$ cat src/logic/dmc_defines.svh
`ifndef DMC_DEFINES_SVH
`define DMC_DEFINES_SVH

// Register word indices (byte address = index * 4)
`define DMC_IDX_CTRL     6'h00
`define DMC_IDX_OPA      6'h01
`define DMC_IDX_OPB      6'h02
`define DMC_IDX_DESIG    6'h03
`define DMC_IDX_BASE     6'h04
`define DMC_IDX_LAST     6'h05
`define DMC_IDX_PTR      6'h06
`define DMC_IDX_RESULT   6'h07
`define DMC_IDX_FLAGS    6'h08
`define DMC_IDX_SPECIAL  6'h09
`define DMC_IDX_IRQ_ST   6'h0a
`define DMC_IDX_IRQ_MASK 6'h0b
// Table window: indices 0x20..0x3f hold 32 words
`define DMC_TBL_SEL      5
// Control fields
`define DMC_CTRL_OP_LO   0
`define DMC_CTRL_COND    2
// Pointer register: indirect enable bit
`define DMC_PTR_IND      16
// Special relay word bit positions
`define DMC_SP_GREATER   5
`define DMC_SP_EQUAL     6
`define DMC_SP_LESS      7
// Block spans minus one
`define DMC_RANGE_SPAN   16'h001f
`define DMC_TABLE_SPAN   16'h000f
// Digit designator limit
`define DMC_DIGIT_MAX    4'h3
// Interrupt status bits
`define DMC_IRQ_DONE     0
`define DMC_IRQ_ERR      1
// Reset values
`define DMC_LAST_RST     16'h00ff
`define DMC_MASK_RST     2'h0

`endif

$ cat src/logic/dmc_pkg.sv
`default_nettype none
package dmc_pkg;

  typedef enum logic [1:0] {
    DMC_DIGIT_COPY  = 2'h0,
    DMC_WORD_CMP    = 2'h1,
    DMC_RANGE_CMP   = 2'h2,
    DMC_TABLE_MATCH = 2'h3
  } dmc_op_t;

  typedef struct packed {
    logic error;
    logic greater;
    logic less;
    logic equal;
  } dmc_flags_t;

  typedef struct packed {
    logic [5:0]  address;
    logic        read;
    logic        write;
    logic [31:0] writedata;
    logic [3:0]  byteenable;
  } dmc_avs_req_t;

  typedef struct packed {
    logic               wait_q;
    logic [31:0]        rdata;
    logic               irq;
    logic [2:0]         ctrl;
    logic [15:0]        opa;
    logic [15:0]        opb;
    logic [15:0]        desig;
    logic [15:0]        base;
    logic [15:0]        last;
    logic [16:0]        ptr;
    logic [15:0]        result;
    dmc_flags_t         flags;
    logic [1:0]         irq_st;
    logic [1:0]         irq_mask;
    logic [31:0][15:0]  tbl;
  } dmc_state_t;

endpackage : dmc_pkg

`default_nettype wire

$ cat src/logic/dmc_digit_unit.sv
// Functional notes
// - Condition false: no move, only the control field is written
// - Condition true: copy one to four digits
// - Consecutive digits, indices wrap past digit 3
// - Bad designator digit: error, no move
// - Bad indirect pointer sets error flag
// - Word compare writes only equal/less/greater and the error flag
// - Exactly one of equal, less, greater
// - Compare flags hold until next affecting op
// - Less flag visible at special bit 07
// - Sixteen inclusive ranges set result bit k
// - Ranges missing the data clear their bit
// - Limit block past area end: error
// - Table match sets bit k on equal
// - Match table past area end: error
`timescale 1ns/1ps
`default_nettype none
`include "dmc_defines.svh"

module dmc_digit_unit #(
  parameter logic [15:0] DM_LAST = 16'h1999
) (
  input  wire logic                 clock_i,
  input  wire logic                 sys_rst_i,
  input  wire dmc_pkg::dmc_avs_req_t avs_req_i,
  output logic [31:0]               avs_readdata_o,
  output logic                      avs_waitrequest_o,
  output logic                      irq_o,
  output dmc_pkg::dmc_flags_t       cond_flags_o,
  output logic [15:0]               result_word_o
);

  ////////////////////////////////////////////////////////////////////////////
  // Helpers

  function automatic logic is_bcd(input logic [15:0] w);
    logic ok;
    ok = 1'b1;
    for (int i = 0; i < 4; i++) begin
      if (w[i*4 +: 4] > 4'h9) begin
        ok = 1'b0;
      end
    end
    return ok;
  endfunction : is_bcd

  // Byte-lane merge for the 16-bit registers
  function automatic logic [15:0] merge16(input logic [15:0] old_w,
                                          input logic [31:0] new_w,
                                          input logic [3:0]  be);
    logic [15:0] r;
    r = old_w;
    if (be[0]) begin
      r[7:0] = new_w[7:0];
    end
    if (be[1]) begin
      r[15:8] = new_w[15:8];
    end
    return r;
  endfunction : merge16

  // Block end check; a carry past 16 bits also counts as out of area
  function automatic logic past_end(input logic [15:0] base,
                                    input logic [15:0] span,
                                    input logic [15:0] last);
    logic [16:0] top;
    top = {1'b0, base} + {1'b0, span};
    return top > {1'b0, last};
  endfunction : past_end

  ////////////////////////////////////////////////////////////////////////////
  // Operation datapaths

  // Digit 3 is free for the caller; only digits 0..2 index
  function automatic logic desig_bad(input logic [15:0] w);
    logic bad;
    bad = 1'b0;
    for (int i = 0; i < 3; i++) begin
      if (w[i*4 +: 4] > `DMC_DIGIT_MAX) begin
        bad = 1'b1;
      end
    end
    return bad;
  endfunction : desig_bad

  // Two-bit indices wrap past digit 3 by themselves
  function automatic logic [15:0] digit_move(input logic [15:0] src,
                                             input logic [15:0] dst,
                                             input logic [15:0] desig);
    logic [15:0] r;
    logic [1:0]  s_ix;
    logic [1:0]  d_ix;
    r    = dst;
    s_ix = 2'h0;
    d_ix = 2'h0;
    for (int i = 0; i < 4; i++) begin
      s_ix = desig[1:0] + 2'(i);
      d_ix = desig[9:8] + 2'(i);
      if (2'(i) <= desig[5:4]) begin
        r[d_ix*4 +: 4] = src[s_ix*4 +: 4];
      end
    end
    return r;
  endfunction : digit_move

  // Inverted pairs simply never hit
  function automatic logic [15:0] range_hits(input logic [15:0]       cd,
                                             input logic [31:0][15:0] t);
    logic [15:0] r;
    r = 16'h0000;
    for (int k = 0; k < 16; k++) begin
      r[k] = cd >= t[2*k] && cd <= t[2*k+1];
    end
    return r;
  endfunction : range_hits

  // Several equal table words all set their bits
  function automatic logic [15:0] table_hits(input logic [15:0]       cd,
                                             input logic [31:0][15:0] t);
    logic [15:0] r;
    r = 16'h0000;
    for (int k = 0; k < 16; k++) begin
      r[k] = cd == t[k];
    end
    return r;
  endfunction : table_hits

  ////////////////////////////////////////////////////////////////////////////
  // State

  dmc_pkg::dmc_state_t q;
  dmc_pkg::dmc_state_t d;

  always_comb begin
    logic        acc;
    logic [5:0]  idx;
    logic        err;
    logic [1:0]  ev;
    logic [15:0] tmp;
    logic [15:0] hits;
    acc  = 1'b0;
    idx  = avs_req_i.address;
    err  = 1'b0;
    ev   = 2'h0;
    tmp  = 16'h0000;
    hits = 16'h0000;
    d    = q;

    // One wait cycle, then the answer edge
    d.wait_q = 1'b1;
    if ((avs_req_i.read || avs_req_i.write) && q.wait_q) begin
      d.wait_q = 1'b0;
      d.rdata  = 32'h0000_0000;
      if (idx[`DMC_TBL_SEL]) begin
        d.rdata[15:0] = q.tbl[idx[4:0]];
      end else begin
        case (idx)
          `DMC_IDX_CTRL:     d.rdata[2:0]  = q.ctrl;
          `DMC_IDX_OPA:      d.rdata[15:0] = q.opa;
          `DMC_IDX_OPB:      d.rdata[15:0] = q.opb;
          `DMC_IDX_DESIG:    d.rdata[15:0] = q.desig;
          `DMC_IDX_BASE:     d.rdata[15:0] = q.base;
          `DMC_IDX_LAST:     d.rdata[15:0] = q.last;
          `DMC_IDX_PTR:      d.rdata[16:0] = q.ptr;
          `DMC_IDX_RESULT:   d.rdata[15:0] = q.result;
          `DMC_IDX_FLAGS:    d.rdata[3:0]  = q.flags;
          `DMC_IDX_SPECIAL: begin
            d.rdata[`DMC_SP_GREATER] = q.flags.greater;
            d.rdata[`DMC_SP_EQUAL]   = q.flags.equal;
            d.rdata[`DMC_SP_LESS]    = q.flags.less;
          end
          `DMC_IDX_IRQ_ST:   d.rdata[1:0]  = q.irq_st;
          `DMC_IDX_IRQ_MASK: d.rdata[1:0]  = q.irq_mask;
          default:           d.rdata       = 32'h0000_0000;
        endcase
      end
    end

    // Writes and execution land on the answer edge
    acc = !q.wait_q;
    if (acc && avs_req_i.read && idx == `DMC_IDX_IRQ_ST) begin
      d.irq_st = 2'h0;
    end

    if (acc && avs_req_i.write) begin
      if (idx[`DMC_TBL_SEL]) begin
        d.tbl[idx[4:0]] = merge16(q.tbl[idx[4:0]], avs_req_i.writedata,
                                  avs_req_i.byteenable);
      end else begin
        case (idx)
          `DMC_IDX_OPA:   d.opa   = merge16(q.opa, avs_req_i.writedata,
                                            avs_req_i.byteenable);
          `DMC_IDX_OPB:   d.opb   = merge16(q.opb, avs_req_i.writedata,
                                            avs_req_i.byteenable);
          `DMC_IDX_DESIG: d.desig = merge16(q.desig, avs_req_i.writedata,
                                            avs_req_i.byteenable);
          `DMC_IDX_BASE:  d.base  = merge16(q.base, avs_req_i.writedata,
                                            avs_req_i.byteenable);
          `DMC_IDX_LAST:  d.last  = merge16(q.last, avs_req_i.writedata,
                                            avs_req_i.byteenable);
          `DMC_IDX_PTR: begin
            d.ptr[15:0] = merge16(q.ptr[15:0], avs_req_i.writedata,
                                  avs_req_i.byteenable);
            if (avs_req_i.byteenable[2]) begin
              d.ptr[`DMC_PTR_IND] = avs_req_i.writedata[`DMC_PTR_IND];
            end
          end
          `DMC_IDX_IRQ_MASK: d.irq_mask = avs_req_i.writedata[1:0];
          `DMC_IDX_CTRL: begin
            d.ctrl = avs_req_i.writedata[2:0];
            // Condition false: command is dropped, no event either
            if (avs_req_i.writedata[`DMC_CTRL_COND]) begin
              ev[`DMC_IRQ_DONE] = 1'b1;
              // Bad indirect pointer aborts every operation
              if (q.ptr[`DMC_PTR_IND] &&
                  (!is_bcd(q.ptr[15:0]) || q.ptr[15:0] > DM_LAST)) begin
                err = 1'b1;
              end
              case (dmc_pkg::dmc_op_t'(avs_req_i.writedata[1:0]))
                dmc_pkg::DMC_DIGIT_COPY: begin
                  // relied on only for a meaningful move
                  if (desig_bad(q.desig)) begin
                    err = 1'b1;
                  end
                  tmp = digit_move(q.opa, q.opb, q.desig);
                  if (!err) begin
                    d.opb    = tmp;
                    d.result = tmp;
                  end
                end
                dmc_pkg::DMC_WORD_CMP: begin
                  // relied on: BCD and binary order agree
                  if (!err) begin
                    d.flags.equal   = q.opa == q.opb;
                    d.flags.less    = q.opa <  q.opb;
                    d.flags.greater = q.opa >  q.opb;
                  end
                end
                dmc_pkg::DMC_RANGE_CMP: begin
                  if (past_end(q.base, `DMC_RANGE_SPAN, q.last)) begin
                    err = 1'b1;
                  end
                  // relied on: an inverted pair never hits
                  hits = range_hits(q.opa, q.tbl);
                  if (!err) begin
                    d.result = hits;
                  end
                end
                dmc_pkg::DMC_TABLE_MATCH: begin
                  if (past_end(q.base, `DMC_TABLE_SPAN, q.last)) begin
                    err = 1'b1;
                  end
                  hits = table_hits(q.opa, q.tbl);
                  if (!err) begin
                    d.result = hits;
                  end
                end
                default: d.result = q.result;
              endcase
              d.flags.error      = err;
              ev[`DMC_IRQ_ERR]   = err;
            end
          end
          default: d.ctrl = q.ctrl;
        endcase
      end
    end

    // Events win over a same-cycle read clear
    d.irq_st = d.irq_st | ev;
    d.irq    = |(d.irq_st & d.irq_mask);
  end

  ////////////////////////////////////////////////////////////////////////////
  // Registers

  // Comparison flags only move on an executed compare
  always_ff @(posedge clock_i) begin
    if (sys_rst_i) begin
      q          <= '0;
      q.wait_q   <= 1'b1;
      q.last     <= `DMC_LAST_RST;
      q.irq_mask <= `DMC_MASK_RST;
    end else begin
      q <= d;
    end
  end

  ////////////////////////////////////////////////////////////////////////////
  // Outputs

  assign avs_readdata_o    = q.rdata;
  assign avs_waitrequest_o = q.wait_q;
  assign irq_o             = q.irq;
  assign cond_flags_o      = q.flags;
  assign result_word_o     = q.result;

endmodule : dmc_digit_unit

`default_nettype wire

$ cat config.mk
export PLATFORM = sky130hd
export DESIGN_NAME = dmc_digit_unit
export DESIGN_NICKNAME = d
export VERILOG_FILES = /design/src/logic/dmc_pkg.sv /design/src/logic/dmc_digit_unit.sv
export VERILOG_INCLUDE_DIRS = /design/src /design/src/logic
export SDC_FILE = /design/constraint.sdc
export NUM_CORES = 2
export LEC_CHECK = 0
export ABC_AREA = 1
export ABC_CLOCK_PERIOD_IN_PS = 3800
export BUFFER_PORTS_ARGS = -buffer_cell sky130_fd_sc_hd__buf_2
export CAP_MARGIN = 0
export CORE_AREA = 2 2 305 307
export CTS_BUF_LIST = sky130_fd_sc_hd__clkbuf_4 sky130_fd_sc_hd__clkbuf_8 sky130_fd_sc_hd__clkbuf_16
export DETAILED_ROUTE_END_ITERATION = 10
export DIE_AREA = 0 0 307 309
export PLACE_DENSITY = 0.69
export SLEW_MARGIN = 40
export SYNTH_ARGS = -nofsm -noshare
export SYNTH_HDL_FRONTEND = slang
export SYNTH_SLANG_ARGS = --single-unit
$ cat constraint.sdc
create_clock -name clock_i -period 3.8 [get_ports clock_i]
set_input_delay 0.57 -clock clock_i [delete_from_list [all_inputs] [get_ports clock_i]]
set_output_delay 0.57 -clock clock_i [all_outputs]
set_load 0.02 [all_outputs]
==> impl_metrics.toml <==
[drt]
dr_total_vias = 46325
drt_pre_antenna_iters = 9
drt_first_iter_violations = 5654
top_layer = "met5"
met3_length_mm = 20.93
wire_per_inst_um = 21.33
drc = 0
finalWirelength_mm = 170.7
ant_nets = 0
wl_met2_mm = 71.23
drt-met1-wl_mm = 68.74
vias_per_cell = 5.791

[floorplan]
initial_core_util_pct = 49.79
die_w_um = 307
fp.dieH_um = 309
die_area_sq_um = 94860
io_pins = 100
core.rowCount = 111
core-area_sq_um = 91390

[synth]
ys_warn_count = 0
synth_seq_area_share_pct = 28.82
synth_top_cell_area_share_pct = 28.82
synthTopCellsByArea = "dfxtp_1, ha_1, inv_1"
synth_top_area_cell = "dfxtp_1"
syn-mean-instance-area_sq_um = 6.703
postSynth.asyncResetShare_pct = 0
netlist_area_sq_um = 45500
synth-edff-count = 0
ys_types = 47
netlist_instances = 6789
synth_ff_type = "dfxtp_1"
synth_seq_cells = 655

[placement]
placed_area_sq_um = 47620
io_buffers = 68
hpwlAfterDp_mm = 122.0
gp_congestion = 1.063

[setup_path]
critPathLaunchType = "flop"
cp.required_ns = 4.35
critical_path_class = "flop to flop"
cpMaxStageDelayCell = "dfxtp_1"
arrival_ns = 4.13
crit_path_max_fanout = 13
worst_setup_path_end_kind = "flop"
critPathMaxStageDelay_ns = 0.39
worstPathCellList = "inv_1 > nand3_1 > nor2_1 > inv_1 > o21ai_1 > nor2_1 > nand2_1 > nor2_1 > nand2_1 > xor2_1 > ha_1 > nand3_1 > a21oi_1 > nand3_1 > nand2_2 > nand2_1 > a21oi_2 > buf_6 > nand4_1 > nand2_1 > nor2_1"

[power]
power_density_nw_per_um2 = 316.9
p_switching_uw = 4173
p_leak_uw = 0.02552
ir_drop_mv = 0.2890
clkPwrFrac_pct = 48.7
seq_power_share_pct = 43.4
intPower_uw = 11770
pwr-share-comb_pct = 7.9
power_switching_share_pct = 26.17

[timing]
slew_headroom_pct = 40.72
post-route-period-util_pct = 94.24
rsz0062_at_grt = "true"
final.min_clock_period_ns = 3.581
setup_viol = 0
fmaxAchievable_mhz = 279.2
setup_tns_ns = 0
final_hold_viol_count = 0
drv_slew = 0
tightest_slew_ns = 0.8837
finClkSkew_ns = 0.04433

[clock_tree]
cts_buffers = 79
cts_hold_buf = 0
clk_pin_slew_ns = 0.06
clk-insertion-delay-late_ns = 0.67
ctsRootBufferMaster = "clkbuf_16"
clkSinkCount = 655
cts_tree = "yes"
cts_max_level = 3
clk_path_buf_depth = 3

[outcome]
status = "finished clean"

[grt]
grt_max_degree = 198
grt_overflow = 0
grt_use_total_pct = 34.87
antenna_found_initial = 3
grt_pass1_wl_mm = 251.8
grt_pass1_vias = 41307

[layout]
diodes = 0
synthToLayoutAreaGrowth_pct = 10.57
fillers = 9014
final_area_sq_um = 50310
layout-drive-gt1-share_pct = 6.956
nets = 7366

[hold_path]
hold_path_class = "input port to flop"

[flow_run]
drv_cap = 0
cell type report:
| class | count | area [sq um] | share of cell area, % |
|---|---|---|---|
| clock buffers | 121 | 2464 | 4.896 |
| inverters | 1398 | 5248 | 10.43 |
| clock inverters | 19 | 167.7 | 0.3332 |
| flip-flops and latches | 655 | 13130 | 26.10 |
| multi-input cells | 4355 | 25450 | 50.58 |
| well taps | 1186 | 1484 | 2.949 |
| repair buffers | 266 | 2374 | 4.717 |
layout by cell type, fill, tap and decap left out, types with 8 or more instances in the layout:
cell type / count
a31oi_1: 12
nor3_1: 54
inv_2: 14
nand3_1: 308
a21boi_0: 8
ha_1: 565
nor2_1: 335
o21ai_1: 459
clkinv_2: 13
buf_4: 155
o22ai_1: 165
dfxtp_1: 640
buf_12: 41
nor4_1: 19
o21ai_0: 409
clkbuf_8: 19
nand2_1: 855
o211ai_1: 19
xor2_1: 22
a221oi_1: 40
inv_1: 1379
a21oi_1: 907
nor2_2: 10
o221ai_1: 10
nand4_1: 60
nand2_2: 16
clkbuf_4: 20
dfxtp_2: 15
buf_2: 67
clkbuf_16: 82
o21a_1: 9
a211oi_1: 13
conb_1: 15
through the flow:
step | setup slack (ns) | std cells | hold WS, ns | utilization (%) | power, uW
after detailed placement | 0.3625 | 7857 | 0.4456 | 52.10 | 8263
after floorplan | 0.9876 | 6803 | 0.4237 | - | 7716
after global placement | 0.4197 | 7857 | 0.4364 | 52.10 | 8257
final | 0.2187 | 8000 | 0.2207 | 55.06 | 15950
after CTS | 0.3476 | 7997 | 0.2051 | 54.98 | 15930
after global routing | -0.01423 | 8000 | 0.2352 | 55.06 | 16310
metal layers:
layer,vias to the layer above,GRT usage [%]
li1,22264,-
met1,21164,45.29
met2,2398,52.75
met3,495,9.461
met4,4,18.46
met5,-,0
critical path, delay by kind of cell, from the launching register on:
kind | cells | cell delay [ns]
buffers and inverters | 3 | 0.40
DFF | 1 | 0.39
xor gates and xnor gates | 1 | 0.15
and+or+nand+nor | 13 | 1.74
adders and majority gates | 1 | 0.30
AOI/OAI and AO/OA | 3 | 0.51
cells in the mapped netlist, types with 60 or more instances:
master	number
a21oi_1	907
buf_2	103
clkbuf_1	224
dfxtp_1	655
ha_1	565
inv_1	1383
nand2_1	872
nand3_1	308
nand4_1	60
nor2_1	337
o21ai_0	410
o21ai_1	458
o22ai_1	165
power by group through the flow:
stage | clock network, uW | logic, uW | registers (uW)
3_3_place_gp | 0 | 1190 | 7070
6_report | 7770 | 1250 | 6920
5_1_grt | 8100 | 1290 | 6920
4_1_cts | 7810 | 1190 | 6920
2_1_floorplan | 0 | 653 | 7060
3_5_place_dp | 0 | 1190 | 7070
worst paths after layout:
check | from | to | slack [ns] | depth (start not counted)
min | avs_req_i[20] | q[552] | 0.22 | 3
max | q[571] | result_word_o[4] | 0.22 | 21
min reg2reg | q[600] | q[600] | 0.46 | 2
max reg2reg | q[571] | result_word_o[4] | 0.22 | 21
timing repair:
action / in CTS / in global routing
resized for setup: 0 / 4
endpoints found under the setup margin: 0 / 7
hold endpoints to repair: 0 / 0
setup buffers: 0 / 2
kinds of logic after synthesis:
group / count (synthesis) / synth area share (%)
buffers and inverters: 1793 / 15.53
AND/OR/NAND/NOR: 1677 / 15.50
adder cells (fa/ha/maj): 565 / 15.54
other: 1 / 0.008241
XOR/XNOR: 22 / 0.4234
AO/OA/AOI/OAI: 2076 / 24.19
flip-flops: 655 / 28.82
Note: power is estimated with default switching activity, not from simulation.
